### src/common/iof_defs.vh
// Purpose: constants for the I/O bus device front end
// Assumes: included by bare name from the top module and the bench
// Notes: instruction word uses bit 0 as the least significant bit
`ifndef IOF_DEFS_VH
`define IOF_DEFS_VH
// Register byte offsets
`define IOF_A_ACC 5'h00
`define IOF_A_INSTR 5'h04
`define IOF_A_INPUT 5'h08
`define IOF_A_STATUS 5'h0C
`define IOF_A_ADDR 5'h10
`define IOF_A_DCH 5'h18
// Instruction word fields
`define IOF_F_XFER_HI 10
`define IOF_F_XFER_LO 8
`define IOF_F_FN_HI 7
`define IOF_F_FN_LO 6
`define IOF_F_DEV_HI 5
`define IOF_F_DEV_LO 0
// Transfer codes
`define IOF_X_NONE 3'h0
`define IOF_X_IN_A 3'h1
`define IOF_X_OUT_A 3'h2
`define IOF_X_IN_B 3'h3
`define IOF_X_OUT_B 3'h4
`define IOF_X_IN_C 3'h5
`define IOF_X_OUT_C 3'h6
`define IOF_X_TEST 3'h7
// Flag functions
`define IOF_FN_NONE 2'h0
`define IOF_FN_START 2'h1
`define IOF_FN_CLEAR 2'h2
`define IOF_FN_PULSE 2'h3
// Skip test conditions
`define IOF_T_BUSY1 2'h0
`define IOF_T_BUSY0 2'h1
`define IOF_T_DONE1 2'h2
`define IOF_T_DONE0 2'h3
// Processor device code
`define IOF_DEV_CPU 6'h3F
// Strobe vector bit positions
`define IOF_S_NOP 0
`define IOF_S_IA 1
`define IOF_S_IB 2
`define IOF_S_IC 3
`define IOF_S_OA 4
`define IOF_S_OB 5
`define IOF_S_OC 6
`define IOF_S_ST 7
`define IOF_S_CL 8
`define IOF_S_PL 9
`define IOF_S_MK 10
`define IOF_S_DX 11
`define IOF_NSTB 12
// Reset values
`define IOF_STB_RST 12'hFFF
`define IOF_DEV_RST 6'h00
`define IOF_STRAP_SETTLE 2'h3
`endif

### src/hdl/iof_top.v
// Purpose: I/O bus device front end with flags, strobes and data channel
// Assumes: software issues bus instructions through the register file
// Notes: strobes are one clock wide at the user-side polarity
// Function
// - Start: busy set, done cleared, start strobe
// - Clear: busy and done cleared, clear strobe
// - Pulse: done cleared only, special strobe
// - Strobe first, then transfer, then flag function
// - No-transfer: no-operation strobe, then flag function
// - Input A/B/C: strobe, capture user data
// - Output A/B/C: strobe, drive accumulator to user
// - Skip test: select lines follow busy, done
// - Bus reset clears busy and done
// - Bus reset reloads device code and polarity
// - Mask out: strobe, AND inputs, disable interrupt
// - Acknowledge returns code when requesting and first
// - B register loadable and readable, C load-only
// - Data channel: B is address, C count
// - Address is 15 bits, count 16 bits
// - Strobes serve three user input, output registers
// - Decode, request interrupts and channel, transfer words
// - Holds channel request, interrupt request, disable flags
// - Holds external, polarity and device code settings
// - Data split into output and input groups
// - External selection swaps internal registers for user's
// - Polarity selection picks user-side logic sense
// - Device code bits set from six straps
//
// Design decisions made here: the AXI4-Lite slave port and the placing of the registers.
`timescale 1ns/1ps
`include "iof_defs.vh"
module iof_top #(
  parameter AW = 8
) (
  // Clock and reset
  input wire clk,
  input wire rst_n,
  // AXI4-Lite register bus
  input wire [AW-1:0] s_axi_awaddr,
  input wire s_axi_awvalid,
  output wire s_axi_awready,
  input wire [31:0] s_axi_wdata,
  input wire [3:0] s_axi_wstrb,
  input wire s_axi_wvalid,
  output wire s_axi_wready,
  output wire [1:0] s_axi_bresp,
  output wire s_axi_bvalid,
  input wire s_axi_bready,
  input wire [AW-1:0] s_axi_araddr,
  input wire s_axi_arvalid,
  output wire s_axi_arready,
  output wire [31:0] s_axi_rdata,
  output wire [1:0] s_axi_rresp,
  output wire s_axi_rvalid,
  input wire s_axi_rready,
  // User data groups
  input wire [15:0] user_din,
  output wire [15:0] user_dout,
  // User command strobes
  output wire no_operation_strobe,
  output wire input_a_strobe,
  output wire input_b_strobe,
  output wire input_c_strobe,
  output wire output_a_strobe,
  output wire output_b_strobe,
  output wire output_c_strobe,
  output wire start_strobe,
  output wire clear_strobe,
  output wire special_pulse_strobe,
  output wire mask_out_strobe,
  output wire dch_xfer_strobe,
  // User requests
  input wire dev_complete,
  input wire dch_req_in,
  // Bus-side status
  output wire busy_select_line,
  output wire done_select_line,
  output wire int_req,
  output wire dch_req,
  input wire prio_in,
  output wire prio_out,
  // Straps
  input wire [5:0] strap_dev_code,
  input wire strap_external,
  input wire strap_polarity
);
  localparam ST_IDLE = 2'h0;
  localparam ST_STRB = 2'h1;
  localparam ST_XFER = 2'h2;
  localparam ST_FLAG = 2'h3;

  wire wr_en;
  wire [AW-1:0] wr_addr;
  wire [31:0] wr_data;
  wire [3:0] wr_strb;
  wire [AW-1:0] rd_addr;
  reg [31:0] rd_data;
  wire [26:0] sync_out;
  wire [15:0] din_s;
  wire [5:0] code_s;
  wire ext_s, pol_s, prio_s, dreq_s, cmpl_s;

  reg [1:0] st_q;
  reg [15:0] ins_q, acc_q, in_q, dout_q, wcnt_q;
  reg [14:0] addr_q;
  reg busy_q, done_q, int_dis_q, int_req_q, dch_req_q;
  reg ext_q, pol_q, skip_q, sel_b_q, sel_d_q, prio_out_q;
  reg dreq_prev_q, cmpl_prev_q;
  reg [5:0] dev_q;
  reg [1:0] load_q;
  reg [`IOF_NSTB-1:0] stb_q;
  reg [`IOF_NSTB-1:0] act_d;
  reg busy_d, done_d, skip_d;

  function hit;
    input [AW-1:0] a;
    input [4:0] off;
    begin
      hit = ~|a[AW-1:5] && (a[4:2] == off[4:2]);
    end
  endfunction

  iof_axil #(.AW(AW)) u_bus (
    .clk(clk),
    .rst_n(rst_n),
    .s_axi_awaddr(s_axi_awaddr),
    .s_axi_awvalid(s_axi_awvalid),
    .s_axi_awready(s_axi_awready),
    .s_axi_wdata(s_axi_wdata),
    .s_axi_wstrb(s_axi_wstrb),
    .s_axi_wvalid(s_axi_wvalid),
    .s_axi_wready(s_axi_wready),
    .s_axi_bresp(s_axi_bresp),
    .s_axi_bvalid(s_axi_bvalid),
    .s_axi_bready(s_axi_bready),
    .s_axi_araddr(s_axi_araddr),
    .s_axi_arvalid(s_axi_arvalid),
    .s_axi_arready(s_axi_arready),
    .s_axi_rdata(s_axi_rdata),
    .s_axi_rresp(s_axi_rresp),
    .s_axi_rvalid(s_axi_rvalid),
    .s_axi_rready(s_axi_rready),
    .hold(st_q != ST_IDLE),
    .wr_en(wr_en),
    .wr_addr(wr_addr),
    .wr_data(wr_data),
    .wr_strb(wr_strb),
    .rd_addr(rd_addr),
    .rd_data(rd_data)
  );

  iof_sync #(.W(27)) u_sync (
    .clk(clk),
    .rst_n(rst_n),
    .d({dev_complete, dch_req_in, prio_in, strap_polarity, strap_external,
        strap_dev_code, user_din}),
    .q(sync_out)
  );
  assign din_s = sync_out[15:0];
  assign code_s = sync_out[21:16];
  assign ext_s = sync_out[22];
  assign pol_s = sync_out[23];
  assign prio_s = sync_out[24];
  assign dreq_s = sync_out[25];
  assign cmpl_s = sync_out[26];

  // Fields of the latched and of the incoming instruction
  wire [2:0] xfer = ins_q[`IOF_F_XFER_HI:`IOF_F_XFER_LO];
  wire [1:0] fn = ins_q[`IOF_F_FN_HI:`IOF_F_FN_LO];
  wire [5:0] dev = ins_q[`IOF_F_DEV_HI:`IOF_F_DEV_LO];
  wire cpu = (dev == `IOF_DEV_CPU);
  wire [2:0] w_xfer = wr_data[`IOF_F_XFER_HI:`IOF_F_XFER_LO];
  wire [5:0] w_dev = wr_data[`IOF_F_DEV_HI:`IOF_F_DEV_LO];
  wire w_cpu_ok = (w_xfer == `IOF_X_OUT_A) || (w_xfer == `IOF_X_OUT_B) ||
                  (w_xfer == `IOF_X_IN_B);
  wire w_match = (w_dev == `IOF_DEV_CPU) ? w_cpu_ok : (w_dev == dev_q);
  wire issue = wr_en && hit(wr_addr, `IOF_A_INSTR) && (st_q == ST_IDLE);
  wire dch_go = wr_en && hit(wr_addr, `IOF_A_DCH) && (st_q == ST_IDLE) && dch_req_q;
  wire in_xfer = (st_q == ST_XFER);
  wire in_flag = (st_q == ST_FLAG) && !cpu && (xfer != `IOF_X_TEST);
  wire bus_reset = in_xfer && cpu && (xfer == `IOF_X_OUT_A);
  wire step_int = dch_go && !ext_q;
  wire cmpl_rise = cmpl_s && !cmpl_prev_q;

  // Command strobes in the strobe state, flag strobes last
  always @* begin
    act_d = {`IOF_NSTB{1'b0}};
    if (st_q == ST_STRB && !cpu) begin
      case (xfer)
        `IOF_X_NONE: act_d[`IOF_S_NOP] = 1'b1;
        `IOF_X_IN_A: act_d[`IOF_S_IA] = 1'b1;
        `IOF_X_IN_B: act_d[`IOF_S_IB] = 1'b1;
        `IOF_X_IN_C: act_d[`IOF_S_IC] = 1'b1;
        `IOF_X_OUT_A: act_d[`IOF_S_OA] = 1'b1;
        `IOF_X_OUT_B: act_d[`IOF_S_OB] = 1'b1;
        `IOF_X_OUT_C: act_d[`IOF_S_OC] = 1'b1;
        default: act_d[`IOF_S_NOP] = 1'b0;
      endcase
    end
    if (st_q == ST_STRB && cpu && xfer == `IOF_X_OUT_B) begin
      act_d[`IOF_S_MK] = 1'b1;
    end
    if (in_flag) begin
      case (fn)
        `IOF_FN_START: act_d[`IOF_S_ST] = 1'b1;
        `IOF_FN_CLEAR: act_d[`IOF_S_CL] = 1'b1;
        `IOF_FN_PULSE: act_d[`IOF_S_PL] = 1'b1;
        default: act_d[`IOF_S_ST] = 1'b0;
      endcase
    end
    if (dch_go) begin
      act_d[`IOF_S_DX] = 1'b1;
    end
  end

  // Flags: hardware sets win over clears in the same cycle
  always @* begin
    busy_d = busy_q;
    done_d = done_q;
    if (in_flag && fn == `IOF_FN_START) begin
      busy_d = 1'b1;
      done_d = 1'b0;
    end
    if (in_flag && fn == `IOF_FN_CLEAR) begin
      busy_d = 1'b0;
      done_d = 1'b0;
    end
    if (in_flag && fn == `IOF_FN_PULSE) begin
      done_d = 1'b0;
    end
    if (bus_reset) begin
      busy_d = 1'b0;
      done_d = 1'b0;
    end
    if (cmpl_rise) begin
      busy_d = 1'b0;
      done_d = 1'b1;
    end
    if (step_int && wcnt_q == 16'hFFFF) begin
      done_d = 1'b1;
    end
  end

  always @* begin
    case (fn)
      `IOF_T_BUSY1: skip_d = busy_q;
      `IOF_T_BUSY0: skip_d = !busy_q;
      `IOF_T_DONE1: skip_d = done_q;
      default: skip_d = !done_q;
    endcase
  end

  always @(posedge clk or negedge rst_n) begin
    if (!rst_n) begin
      st_q <= ST_IDLE;
      ins_q <= 16'h0000;
      acc_q <= 16'h0000;
      in_q <= 16'h0000;
      dout_q <= 16'h0000;
      wcnt_q <= 16'h0000;
      addr_q <= 15'h0000;
      busy_q <= 1'b0;
      done_q <= 1'b0;
      int_dis_q <= 1'b0;
      int_req_q <= 1'b0;
      dch_req_q <= 1'b0;
      ext_q <= 1'b0;
      pol_q <= 1'b0;
      skip_q <= 1'b0;
      sel_b_q <= 1'b0;
      sel_d_q <= 1'b0;
      prio_out_q <= 1'b0;
      dreq_prev_q <= 1'b0;
      cmpl_prev_q <= 1'b0;
      dev_q <= `IOF_DEV_RST;
      load_q <= `IOF_STRAP_SETTLE;
      stb_q <= `IOF_STB_RST;
    end else begin
      busy_q <= busy_d;
      done_q <= done_d;
      dreq_prev_q <= dreq_s;
      cmpl_prev_q <= cmpl_s;
      stb_q <= act_d ^ {`IOF_NSTB{~pol_q}};
      int_req_q <= done_q && !int_dis_q;
      prio_out_q <= prio_s && !int_req_q;
      dch_req_q <= (dreq_s && !dreq_prev_q) || (dch_req_q && !dch_go);
      sel_b_q <= in_xfer && !cpu && (xfer == `IOF_X_TEST) && busy_q;
      sel_d_q <= in_xfer && !cpu && (xfer == `IOF_X_TEST) && done_q;
      // Straps settle through the synchroniser before they are taken
      if (load_q != 2'h0) begin
        load_q <= load_q - 2'h1;
      end
      if (load_q != 2'h0 || bus_reset) begin
        dev_q <= code_s;
        ext_q <= ext_s;
        pol_q <= pol_s;
      end
      if (wr_en && hit(wr_addr, `IOF_A_ACC)) begin
        if (wr_strb[0]) begin
          acc_q[7:0] <= wr_data[7:0];
        end
        if (wr_strb[1]) begin
          acc_q[15:8] <= wr_data[15:8];
        end
      end
      case (st_q)
        ST_IDLE: begin
          if (issue) begin
            ins_q <= wr_data[15:0];
            if (w_match) begin
              st_q <= ST_STRB;
            end
          end
        end
        ST_STRB: st_q <= ST_XFER;
        ST_XFER: st_q <= ST_FLAG;
        default: st_q <= ST_IDLE;
      endcase
      if (in_xfer && cpu) begin
        case (xfer)
          `IOF_X_OUT_B: int_dis_q <= |(din_s & acc_q);
          `IOF_X_IN_B: in_q <= (int_req_q && prio_s) ? {10'h000, dev_q} : 16'h0000;
          default: in_q <= in_q;
        endcase
      end
      if (in_xfer && !cpu) begin
        case (xfer)
          `IOF_X_IN_A: in_q <= din_s;
          `IOF_X_IN_C: in_q <= din_s;
          `IOF_X_IN_B: in_q <= ext_q ? din_s : {1'b0, addr_q};
          `IOF_X_OUT_A: dout_q <= acc_q;
          `IOF_X_OUT_B: begin
            dout_q <= acc_q;
            if (!ext_q) begin
              addr_q <= acc_q[14:0];
            end
          end
          `IOF_X_OUT_C: begin
            dout_q <= acc_q;
            if (!ext_q) begin
              wcnt_q <= acc_q;
            end
          end
          `IOF_X_TEST: skip_q <= skip_d;
          default: dout_q <= dout_q;
        endcase
      end
      if (dch_go) begin
        dout_q <= wr_data[15:0];
      end
      if (step_int) begin
        addr_q <= addr_q + 15'h0001;
        wcnt_q <= wcnt_q + 16'h0001;
      end
    end
  end

  // Read decode; word count stays write-only on purpose
  always @* begin
    if (hit(rd_addr, `IOF_A_ACC)) begin
      rd_data = {16'h0000, acc_q};
    end else if (hit(rd_addr, `IOF_A_INSTR)) begin
      rd_data = {16'h0000, ins_q};
    end else if (hit(rd_addr, `IOF_A_INPUT)) begin
      rd_data = {16'h0000, in_q};
    end else if (hit(rd_addr, `IOF_A_STATUS)) begin
      rd_data = {16'h0000, dev_q, 1'b0, st_q != ST_IDLE, skip_q, pol_q, ext_q,
                 dch_req_q, int_dis_q, int_req_q, done_q, busy_q};
    end else if (hit(rd_addr, `IOF_A_ADDR)) begin
      rd_data = {17'h00000, addr_q};
    end else begin
      rd_data = 32'h00000000;
    end
  end

  assign user_dout = dout_q;
  assign no_operation_strobe = stb_q[`IOF_S_NOP];
  assign input_a_strobe = stb_q[`IOF_S_IA];
  assign input_b_strobe = stb_q[`IOF_S_IB];
  assign input_c_strobe = stb_q[`IOF_S_IC];
  assign output_a_strobe = stb_q[`IOF_S_OA];
  assign output_b_strobe = stb_q[`IOF_S_OB];
  assign output_c_strobe = stb_q[`IOF_S_OC];
  assign start_strobe = stb_q[`IOF_S_ST];
  assign clear_strobe = stb_q[`IOF_S_CL];
  assign special_pulse_strobe = stb_q[`IOF_S_PL];
  assign mask_out_strobe = stb_q[`IOF_S_MK];
  assign dch_xfer_strobe = stb_q[`IOF_S_DX];
  assign busy_select_line = sel_b_q;
  assign done_select_line = sel_d_q;
  assign int_req = int_req_q;
  assign dch_req = dch_req_q;
  assign prio_out = prio_out_q;
endmodule // iof_top

### src/hdl/iof_sync.v
// Purpose: two-flop synchroniser for pin inputs
// Assumes: bits are independent levels
// Notes: multi-bit words may tear for one cycle
`timescale 1ns/1ps
module iof_sync #(
  parameter W = 1
) (
  // Clock and reset
  input wire clk,
  input wire rst_n,
  // Data
  input wire [W-1:0] d,
  output wire [W-1:0] q
);
  reg [W-1:0] meta_q;
  reg [W-1:0] sync_q;

  always @(posedge clk or negedge rst_n) begin
    if (!rst_n) begin
      meta_q <= {W{1'b0}};
      sync_q <= {W{1'b0}};
    end else begin
      meta_q <= d;
      sync_q <= meta_q;
    end
  end

  assign q = sync_q;
endmodule // iof_sync

### src/hdl/iof_axil.v
// Purpose: AXI4-Lite slave front for the register file
// Assumes: one write and one read outstanding at most
// Notes: response always OKAY; unmapped writes dropped, reads zero
`timescale 1ns/1ps
module iof_axil #(
  parameter AW = 8
) (
  // Clock and reset
  input wire clk,
  input wire rst_n,
  // AXI4-Lite
  input wire [AW-1:0] s_axi_awaddr,
  input wire s_axi_awvalid,
  output wire s_axi_awready,
  input wire [31:0] s_axi_wdata,
  input wire [3:0] s_axi_wstrb,
  input wire s_axi_wvalid,
  output wire s_axi_wready,
  output wire [1:0] s_axi_bresp,
  output wire s_axi_bvalid,
  input wire s_axi_bready,
  input wire [AW-1:0] s_axi_araddr,
  input wire s_axi_arvalid,
  output wire s_axi_arready,
  output wire [31:0] s_axi_rdata,
  output wire [1:0] s_axi_rresp,
  output wire s_axi_rvalid,
  input wire s_axi_rready,
  // Register side
  input wire hold,
  output wire wr_en,
  output wire [AW-1:0] wr_addr,
  output wire [31:0] wr_data,
  output wire [3:0] wr_strb,
  output wire [AW-1:0] rd_addr,
  input wire [31:0] rd_data
);
  reg aw_have_q, w_have_q, awready_q, wready_q, bvalid_q, wr_en_q;
  reg arready_q, rvalid_q;
  reg [AW-1:0] awaddr_q;
  reg [31:0] wdata_q, rdata_q;
  reg [3:0] wstrb_q;

  always @(posedge clk or negedge rst_n) begin
    if (!rst_n) begin
      aw_have_q <= 1'b0;
      w_have_q <= 1'b0;
      awready_q <= 1'b0;
      wready_q <= 1'b0;
      bvalid_q <= 1'b0;
      wr_en_q <= 1'b0;
      awaddr_q <= {AW{1'b0}};
      wdata_q <= 32'h00000000;
      wstrb_q <= 4'h0;
      arready_q <= 1'b0;
      rvalid_q <= 1'b0;
      rdata_q <= 32'h00000000;
    end else begin
      wr_en_q <= 1'b0;
      // Hold keeps new writes out while a command sequence runs
      awready_q <= !aw_have_q && !(s_axi_awvalid && awready_q) && !bvalid_q && !hold;
      wready_q <= !w_have_q && !(s_axi_wvalid && wready_q) && !bvalid_q && !hold;
      if (s_axi_awvalid && awready_q) begin
        aw_have_q <= 1'b1;
        awaddr_q <= s_axi_awaddr;
      end
      if (s_axi_wvalid && wready_q) begin
        w_have_q <= 1'b1;
        wdata_q <= s_axi_wdata;
        wstrb_q <= s_axi_wstrb;
      end
      if (aw_have_q && w_have_q && !bvalid_q) begin
        wr_en_q <= 1'b1;
        bvalid_q <= 1'b1;
        aw_have_q <= 1'b0;
        w_have_q <= 1'b0;
      end else if (bvalid_q && s_axi_bready) begin
        bvalid_q <= 1'b0;
      end
      if (s_axi_arvalid && arready_q) begin
        rvalid_q <= 1'b1;
        rdata_q <= rd_data;
        arready_q <= 1'b0;
      end else begin
        if (rvalid_q && s_axi_rready) begin
          rvalid_q <= 1'b0;
        end
        arready_q <= !rvalid_q;
      end
    end
  end

  assign s_axi_awready = awready_q;
  assign s_axi_wready = wready_q;
  assign s_axi_bvalid = bvalid_q;
  assign s_axi_bresp = 2'h0;
  assign s_axi_arready = arready_q;
  assign s_axi_rvalid = rvalid_q;
  assign s_axi_rdata = rdata_q;
  assign s_axi_rresp = 2'h0;
  assign wr_en = wr_en_q;
  assign wr_addr = awaddr_q;
  assign wr_data = wdata_q;
  assign wr_strb = wstrb_q;
  assign rd_addr = s_axi_araddr;
endmodule // iof_axil

### config.mk
export PLATFORM = sky130hd
export DESIGN_NAME = iof_top
export DESIGN_NICKNAME = d
export VERILOG_FILES = /design/src/hdl/iof_top.v /design/src/hdl/iof_sync.v /design/src/hdl/iof_axil.v
export VERILOG_INCLUDE_DIRS = /design/src /design/src/common
export SDC_FILE = /design/constraint.sdc
export NUM_CORES = 1
export LEC_CHECK = 0
export BUFFER_PORTS_ARGS = -buffer_cell sky130_fd_sc_hd__buf_2
export CORE_MARGIN = 3
export CORE_UTILIZATION = 50
export CTS_CLUSTER_SIZE = 12
export DETAILED_ROUTE_END_ITERATION = 6
export HOLD_SLACK_MARGIN = 0.15
export PLACE_DENSITY = 0.72
export SYNTH_ARGS = -nofsm -noshare
export SYNTH_HDL_FRONTEND = slang
export SYNTH_SLANG_ARGS = --single-unit
### constraint.sdc
create_clock -name clk -period 3.4 [get_ports clk]
set_clock_uncertainty 0.05 [all_clocks]
set_input_delay 0.34 -clock clk [delete_from_list [all_inputs] [get_ports clk]]
set_output_delay 0.34 -clock clk [all_outputs]
set_load 0.05 [all_outputs]
After elaboration in Yosys (flattened, before gate mapping)
Index checks and enable logic that the tools add are counted.
{"block": "word_totals", "register_bits": 250, "in_bits": 86, "wordCells": 238}
{"block": "op_classes", "add_sub_neg": 3, "n_eq_ne": 30, "muxes": 61, "n_bitwise": 3, "n_reduce_logical": 103}
{"cell": "$mux W16", "n": 15}
{"cell": "$mux W15", "n": 5}
{"cell": "$logic_and A1 B1 Y1", "n": 49}
{"cell": "$mux W1", "n": 33}
{"cell": "$pmux W16 S2", "n": 1}
{"cell": "$reduce_bool A2 Y1", "n": 11}
{"cell": "$eq A3 B3 Y1 const B", "n": 7}
{"cell": "$eq A3 B2 Y1 const B", "n": 6}
{"cell": "$logic_not A1 Y1", "n": 18}
{"cell": "$add A16 B1 Y16 const B", "n": 1}
{"cell": "$and A16 B16 Y16", "n": 1}
{"cell": "$eq A16 B16 Y1 const B", "n": 1}
{"cell": "$reduce_or A16 Y1", "n": 1}
{"cell": "$add A15 B1 Y15 const B", "n": 1}
{"cell": "$reduce_and A2 Y1", "n": 7}
{"cell": "$eq A6 B6 Y1 const B", "n": 2}
{"cell": "$xor A12 B12 Y12", "n": 1}
{"cell": "$eq A3 B1 Y1 const B", "n": 3}
{"cell": "$logic_not A3 Y1", "n": 3}
{"cell": "$reduce_or A3 Y1", "n": 3}
{"cell": "$eq A2 B2 Y1 const B", "n": 4}
{"cell": "$mux W7", "n": 1}
{"cell": "$eq A6 B6 Y1", "n": 1}
{"cell": "$mux W6", "n": 1}
{"cell": "16 further kinds", "n": 24}

Logic depth before layout (Yosys ltp)
Gate-level depths: netlist of the first run.
{"block": "depth", "depth_word": 11, "ltp_mapped": 11, "mapped_depth_nobuf": 7}

Modules after synthesis
A second synthesis of the first run with hierarchy kept.
{"block": "unflattened", "hier_cells": 927, "area_unflattened_um2": 11418.5}
{"module": "iof_top", "n_inst": 1, "cells_per_inst": 678, "area_each_um2": 6801.5, "seq_area_each_um2": 3270.6}
{"module": "iof_axil", "n_inst": 1, "cells_per_inst": 195, "area_each_um2": 3265.6, "seq_area_each_um2": 2102.0}
{"module": "iof_sync", "n_inst": 1, "cells_per_inst": 54, "area_each_um2": 1351.3, "seq_area_each_um2": 1351.3}

Least setup slack after synthesis of the first run
OpenSTA, ideal clock, no wires.
{"block": "synth_timing", "path_kind": "flip-flop to flip-flop", "from": "reg st_q[0]", "to": "reg addr_q[12]", "setup_ns": 0.125, "arrival_time_ns": 1.978, "t_required_ns": 3.225, "slack_ns": 1.247, "path_stages_with_launch": 12, "path_buffers": 4, "synth_period_minus_slack_ns": 2.153, "cell_sequence": "dfrtp_1 > inv_1 > ha_1 > buf_2 > and4b_1 > clkbuf_1 > and4_1 > clkbuf_1 > buf_2 > o21ai_0 > a21oi_1 > nor2_1"}
{"block": "synth_via", "elab_chain_cells": 6}
{"item": "start, declared", "line": "iof_top.v:103", "rtl": "reg [1:0] st_q;"}
{"item": "start signal, assigned", "line": "iof_top.v:255", "rtl": "st_q <= ST_IDLE;"}
{"item": "start signal, assigned", "line": "iof_top.v:311", "rtl": "st_q <= ST_STRB;"}
{"item": "start signal, assigned", "line": "iof_top.v:315", "rtl": "ST_STRB: st_q <= ST_XFER;"}
{"item": "$logic_not A2 Y1", "line": "iof_top.v:178", "rtl": "wire dch_go = wr_en && hit(wr_addr, `IOF_A_DCH) && (st_q == ST_IDLE) && dch_req_q;"}
{"item": "$logic_and A1 B1 Y1 (2 in series)", "line": "iof_top.v:178"}
{"item": "$logic_and A1 B1 Y1", "line": "iof_top.v:182", "rtl": "wire step_int = dch_go && !ext_q;"}
{"item": "$ne A2 B1 Y1 (no source line) or $reduce_bool A2 Y1 (tied branches)"}
{"item": "$reduce_and A3 Y1 (no source line)"}
{"item": "end signal, assigned", "line": "iof_top.v:335", "rtl": "addr_q <= acc_q[14:0];"}
{"item": "end signal, assigned", "line": "iof_top.v:352", "rtl": "addr_q <= addr_q + 15'h0001;"}
{"item": "end, declared", "line": "iof_top.v:105", "rtl": "reg [14:0] addr_q;"}
Parallel ways exist; a longest one is shown, timed or not.
A chain may end at the register's enable or synchronous reset.

Worst setup path in the final report of the first run
{"block": "layout_timing", "from": "reg st_q[1]", "to": "reg wcnt_q[5]"}
{"block": "layout_via", "elab_chain_cells": 6}
{"item": "$logic_not A2 Y1", "line": "iof_top.v:178"}
{"item": "$logic_and A1 B1 Y1 (2 in series)", "line": "iof_top.v:178"}
{"item": "$logic_and A1 B1 Y1", "line": "iof_top.v:182"}
{"item": "$ne A2 B1 Y1 (no source line) or $reduce_bool A2 Y1 (tied branches)"}
{"item": "$reduce_and A3 Y1 (no source line)"}
{"item": "end signal, assigned", "line": "iof_top.v:341", "rtl": "wcnt_q <= acc_q;"}
{"item": "end signal, assigned", "line": "iof_top.v:353", "rtl": "wcnt_q <= wcnt_q + 16'h0001;"}
{"item": "end, declared", "line": "iof_top.v:104", "rtl": "reg [15:0] ins_q, acc_q, in_q, dout_q, wcnt_q;"}
Parallel ways exist; a longest one is shown, timed or not.

==> metrics.yaml, run 1 <==
status: "finished, violations left"
violations: "DRC"
synth-edff-count: 0
peakVddDrop_mv: 0.435
die_extent_in_y_um: 149
power.density_cell_area_nw_per_um2: 722
dpl-instance-area_um2: 11000
syn-cell-area_um2: 10200
area_of_the_multi_input_gates_um2: 4040
drc_errors: 2
min_to: "u_sync.q[7]"
grt_pass1_wl_um: 43500
fin_hold_ws_ns: 0.292
place.detailed.hpwl_um: 19000
postSynth.topFlopCell: "sky130_fd_sc_hd__dfrtp_1"
slew_viol_final: 0
syn_to_final_growth_pct: 20.9
wirelength_um: 28100
cts_max_level: 1
period_needed_ns: 2.53
port_buffer_cells: 117
holdCritPathClass: "flip-flop to flip-flop"
track_usage_pct: 25.3
nets: 1176
tritoncts: "yes"
ctsRootBufferMaster: "sky130_fd_sc_hd__clkbuf_16"
place_inst: 1265
async_reset_ff_share_pct: 100
reg2regPathDepth: 8
synth.distinct_cells: 66
rsz0062_at_grt: "no"
synthesis.area_per_instance_um2: 11.2
cp_num_buf_inv: 2
cp_top_family: "compound AO/OA/AOI/OAI gates"
routabilityCongestion: 0.924
reg_clk_slew_reported_paths_ns: 0.06
worstPathArrival_ns: 2.87
fmax_mhz: 395
final_cells: 1362
synthTopCellsByCount: "sky130_fd_sc_hd__dfrtp_1 (218), sky130_fd_sc_hd__nand2_1 (81), sky130_fd_sc_hd__mux2_2 (65)"
yosys.area.top_type: "sky130_fd_sc_hd__dfrtp_1"
crit_fanout: 19
crit_path_max_incr_delay_ns: 0.61
route.vias.total: 8008
power.total_mw: 8.88
gr-total-overflow: 0
cap_viol_max_count: 0
design.portCount: 160
worst_slack_ns: 0.872
critical-path-slowest-cell: "sky130_fd_sc_hd__a21oi_2"
synth_largest_type_area_fraction_pct: 53.6
worstHoldPathCells: 0
drt_first_iter_violations: 1109
hold_path_startpoint: "u_sync.meta_q[7]"
cts_repair_resize_count: 0
synth-seq-cells: 232
grt_antenna_before_repair: 1
post_drt_via_cell_ratio: 5.88
worst_r2r_startpoint: "st_q[1]"
first_global_vias: 7768
initial_core_util_pct: 51.6
setup_violations: 0
fin_util_pct: 62.4
totalNegativeSetupSlack_ns: 0
tightest_slew_ns: 1.07
nFillCells: 1571
drtPass1Iterations: 7
cts-buffers-inserted: 24
critical_path.startpoint_type: "flip-flop"
crit_path_capture_type: "flip-flop"
drtAntennaViolNets: 0
finalHoldViolations: 0
pin_count_of_the_biggest_net_entering_global_routing: 97
cell_by_cell_trace_of_the_critical_path: "inv_1 -> ha_1 -> and4b_1 -> nand3_2 -> buf_4 -> a21oi_2 -> nand2_1 -> a22o_1"
number_of_sinks_driven_by_the_clock_tree: 232
yosys.cell_count.top_type: "sky130_fd_sc_hd__dfrtp_1"
required_ns: 3.75
fin_crit_sh_pct: 74.4
layout-drive-gt1-share_pct: 23.7
core-area_um2: 19700
ctsLongestPathBuffers: 3
syn-instance-count: 910
r2r-end: "wcnt_q[5]"
post_drt_wl_per_cell_um: 20.6
fp.dieArea_um2: 22100
fp-row-count: 51
final_area_um2: 12300
die_width_um: 149
worst-r2r-setup-slack_ns: 0.87
synth_sequential_area_ratio_pct: 57.3
maxSlewHeadroom_pct: 28.8
register_area_um2: 5820
p_leak_nw: 5.47
preCtsSetupSlack_ns: 0.932
timing.setup.critical_path_class: "flip-flop to flip-flop"
top_cells_by_area_synth: "sky130_fd_sc_hd__dfrtp_1 (54%), sky130_fd_sc_hd__mux2_2 (7.2%), sky130_fd_sc_hd__dfstp_2 (3.6%), sky130_fd_sc_hd__nand2_1 (3.0%), sky130_fd_sc_hd__a21oi_1 (2.9%)"
worst_skew_pair.late_latency_ns: 0.51
synthesis.yosys.warnings: 0
power by group:
group	internal [mW]	switching (mW)	total [mW]
Sequential	3.40	0.855	4.26
Combinational	0.887	1.31	2.20
Clock	1.42	1.00	2.42
per-layer routing:
layer,track usage [%],vias to the layer above,wire [um]
met3,6.25,71,2930
met5,0,-,7
met2,38.6,430,12600
li1,-,3607,-
met1,35.6,3898,11500
met4,9.28,2,951
what timing repair did:
item / in CTS / in global routing
hold buffers: 57 / 0
buffers inserted: 0 / 0
endpoints found under the hold margin: 147 / 0
cells by family after synthesis:
family / share of synthesized area [%]
and+or+nand+nor: 12.1
AOI/OAI and AO/OA: 15.0
DFF: 57.3
muxes: 9.19
buffers and inverters: 3.84
xor gates and xnor gates: 1.72
adders and majority gates: 0.861
other: 0.0369
state kept, by name, indices dropped and copies added (netlist names), 15 cells and up:
name / count
u_sync.meta_q: 27
u_sync.q: 27
acc_q: 16
in_q: 16
ins_q: 16
u_bus.s_axi_rdata: 16
u_bus.wr_data: 16
user_dout: 16
wcnt_q: 16
addr_q: 15
placed cells by master, fill, tap and decap left out, types with 20 or more instances in the layout:
cell / n
sky130_fd_sc_hd__dlygate4sd3_1: 57
sky130_fd_sc_hd__mux2_2: 65
sky130_fd_sc_hd__dfrtp_1: 218
sky130_fd_sc_hd__nor2_1: 60
sky130_fd_sc_hd__a22oi_1: 23
sky130_fd_sc_hd__nand2_1: 81
sky130_fd_sc_hd__nor3_1: 31
sky130_fd_sc_hd__buf_2: 116
sky130_fd_sc_hd__clkbuf_16: 25
sky130_fd_sc_hd__o21ai_0: 50
sky130_fd_sc_hd__conb_1: 20
sky130_fd_sc_hd__nand3_1: 23
sky130_fd_sc_hd__a31oi_1: 22
sky130_fd_sc_hd__a21oi_1: 59
worst max path at each step:
| stage | cells after the start | start | to | slack [ns] |
|---|---|---|---|---|
| after detailed placement | 8 | st_q[1] | wcnt_q[5] | 0.93 |
| after floorplan | 11 | st_q[0] | addr_q[12] | 1.25 |
| after CTS | 8 | st_q[1] | wcnt_q[5] | 0.90 |
| final | 8 | st_q[1] | wcnt_q[5] | 0.87 |
| after global placement | 8 | st_q[1] | wcnt_q[5] | 0.96 |
| after global routing | 8 | st_q[1] | wcnt_q[5] | 0.75 |
cell type report:
type | instances | share of cell area (%)
Antenna cell | 1 | 0.0204
Clock buffer | 37 | 5.78
Clock inverter | 2 | 0.0814
Inverter | 15 | 0.458
Multi-Input combinational cell | 617 | 32.9
Sequential cell | 232 | 47.4
Tap cell | 265 | 2.70
Timing Repair Buffer | 193 | 10.7
Power figures use the tool's default switching activity.
==> inputs of run 2 (changes only) <==
clock period = 2.35 ns   (was 3.4 ns; I/O delays follow)
==> metrics.yaml, run 2 (same netlist as run 1, synthesis figures left out) <==
status: "finished, final reports clean"
worstPathArrival_ns: 2.61
fp.dieArea_um2: 22100
drtPass1Iterations: 5
port_buffer_cells: 117
clock_power_share_pct: 28.1
die_extent_in_y_um: 149
power.net_switching_mw: 4.82
finalHoldViolations: 0
drc_errors: 0
met3_routed_wl_um: 2760
ctsLongestPathBuffers: 3
worst_r2r_startpoint: "ins_q[0]"
nets: 1203
required_ns: 2.71
post_drt_via_cell_ratio: 5.86
top_signal_layer_used: "met5"
reg_clk_slew_reported_paths_ns: 0.06
number_of_sinks_driven_by_the_clock_tree: 232
fin_crit_sh_pct: 95.7
share_seq_of_total_power_pct: 46.0
drt_first_iter_violations: 899
post_drt_wl_per_cell_um: 21.4
layout_common_cells: "sky130_fd_sc_hd__dfrtp_1 (218), sky130_fd_sc_hd__buf_2 (116), sky130_fd_sc_hd__nand2_1 (79)"
track_usage_pct: 26.7
maxSlewHeadroom_pct: 44.4
tritoncts: "yes"
worst_skew_pair.late_latency_ns: 0.52
design.portCount: 160
route.vias.total: 8148
grt_antenna_before_repair: 1
peakVddDrop_mv: 0.579
drtAntennaViolNets: 0
final_common_cell: "sky130_fd_sc_hd__dfrtp_1"
die_width_um: 149
layout-drive-gt1-share_pct: 26.1
internal-power_mw: 8.51
crit_fanout: 6
setup_violations: 0
routabilityCongestion: 0.931
fp-row-count: 51
grt_pass1_wl_um: 45400
initial_core_util_pct: 51.6
power.density_cell_area_nw_per_um2: 1060
timing.setup.critical_path_class: "flip-flop to flip-flop"
pin_count_of_the_biggest_net_entering_global_routing: 67
syn_to_final_growth_pct: 24.0
tightest_slew_ns: 0.834
power.total_mw: 13.3
period_needed_ns: 2.25
gr-total-overflow: 0
wirelength_um: 29800
worst-r2r-setup-slack_ns: 0.10
worst_slack_ns: 0.101
cts-buffers-inserted: 25
first_global_vias: 7783
place.detailed.hpwl_um: 20200
wl_met2_um: 13600
critical_path.startpoint_type: "flip-flop"
fmax_mhz: 445
crit_path_capture_type: "flip-flop"
preCtsSetupSlack_ns: 0.0512
ctsRootBufferMaster: "sky130_fd_sc_hd__clkbuf_16"
postCtsSetupBuffers: 0
core-area_um2: 19700
r2r-end: "addr_q[3]"
rsz0062_at_grt: "yes"
wirelength_met1_um: 12300
switching_share_of_total_power_pct: 36.2
slew_viol_final: 0
holdCritPathClass: "input pin to async pin"
cts_max_level: 1
cap_viol_max_count: 0
reg2regPathDepth: 6
antenna-diode-count: 0
part_of_the_power_in_combinational_logic_pct: 25.9
p_leak_nw: 5.64
## run 2: cell types whose count changed in the layout (fill, tap and decap cells not counted), moves of 2 or more
| cell | delta |
|---|---|
| sky130_fd_sc_hd__buf_4 | +21 |
| sky130_fd_sc_hd__clkinv_2 | +2 |
| sky130_fd_sc_hd__nand2_2 | +2 |
| sky130_fd_sc_hd__buf_12 | +4 |
| sky130_fd_sc_hd__nand2_1 | -2 |
## run 2: area by class of cell
class	instances	area, um2
Clock inverter	5	50.0
Fill cell	1525	7100
Inverter	15	56.3
Clock buffer	37	721
Sequential cell	232	5820
Tap cell	265	332
Timing Repair Buffer	218	1560
Multi-Input combinational cell	618	4070
## run 2: worst max path at each step
stage                         from      endpoint
final                     ins_q[0]     addr_q[3]
after global routing       st_q[1]     addr_q[4]
after CTS                  st_q[1]    addr_q[14]
after detailed placement   st_q[0]  user_dout[8]
after global placement     st_q[0]    addr_q[14]
after floorplan            st_q[0]    addr_q[12]
## run 2: through the flow
step | setup TNS [ns] | hold slack (ns) | util [%] | instance area [um2] | instances
after floorplan | 0 | -0.111 | - | 10200 | 929
after global placement | 0 | 0.181 | 57.0 | 11200 | 1290
after detailed placement | 0 | 0.183 | 57.0 | 11200 | 1290
after CTS | 0 | 0.175 | 63.8 | 12600 | 1389
after global routing | -0.0120 | 0.208 | 64.0 | 12600 | 1390
final | 0 | 0.204 | 64.0 | 12600 | 1390
## run 2: power by group through the flow
| stage | clock [mW] | combinational, mW | sequential (mW) |
|---|---|---|---|
| floorplan | 0 | 1.81 | 6.27 |
| global placement | 0 | 3.20 | 6.11 |
| detailed placement | 0 | 3.29 | 6.13 |
| CTS | 3.79 | 3.38 | 6.08 |
| global route | 3.99 | 3.72 | 6.21 |
| finish | 3.75 | 3.45 | 6.13 |
## run 2: routing by layer
layer	vias up	GRT usage, %
met5	-	0
met4	2	9.98
met3	68	6.64
met2	397	40.6
met1	4021	37.4
li1	3660	-
## run 2: timing repair
action,CTS,global route
endpoints found under the setup margin,0,28
resized for setup,0,5
hold buffers,57,0
endpoints found under the hold margin,240,0
## run 2: critical path, stage by stage (launching register included)
cell                        delay [ns]
sky130_fd_sc_hd__dfrtp_1          0.38
sky130_fd_sc_hd__nand4_1          0.26
sky130_fd_sc_hd__o2111ai_1        0.50
sky130_fd_sc_hd__buf_4            0.23
sky130_fd_sc_hd__nor2b_1          0.37
sky130_fd_sc_hd__nor2_1           0.10
sky130_fd_sc_hd__o221a_2          0.26
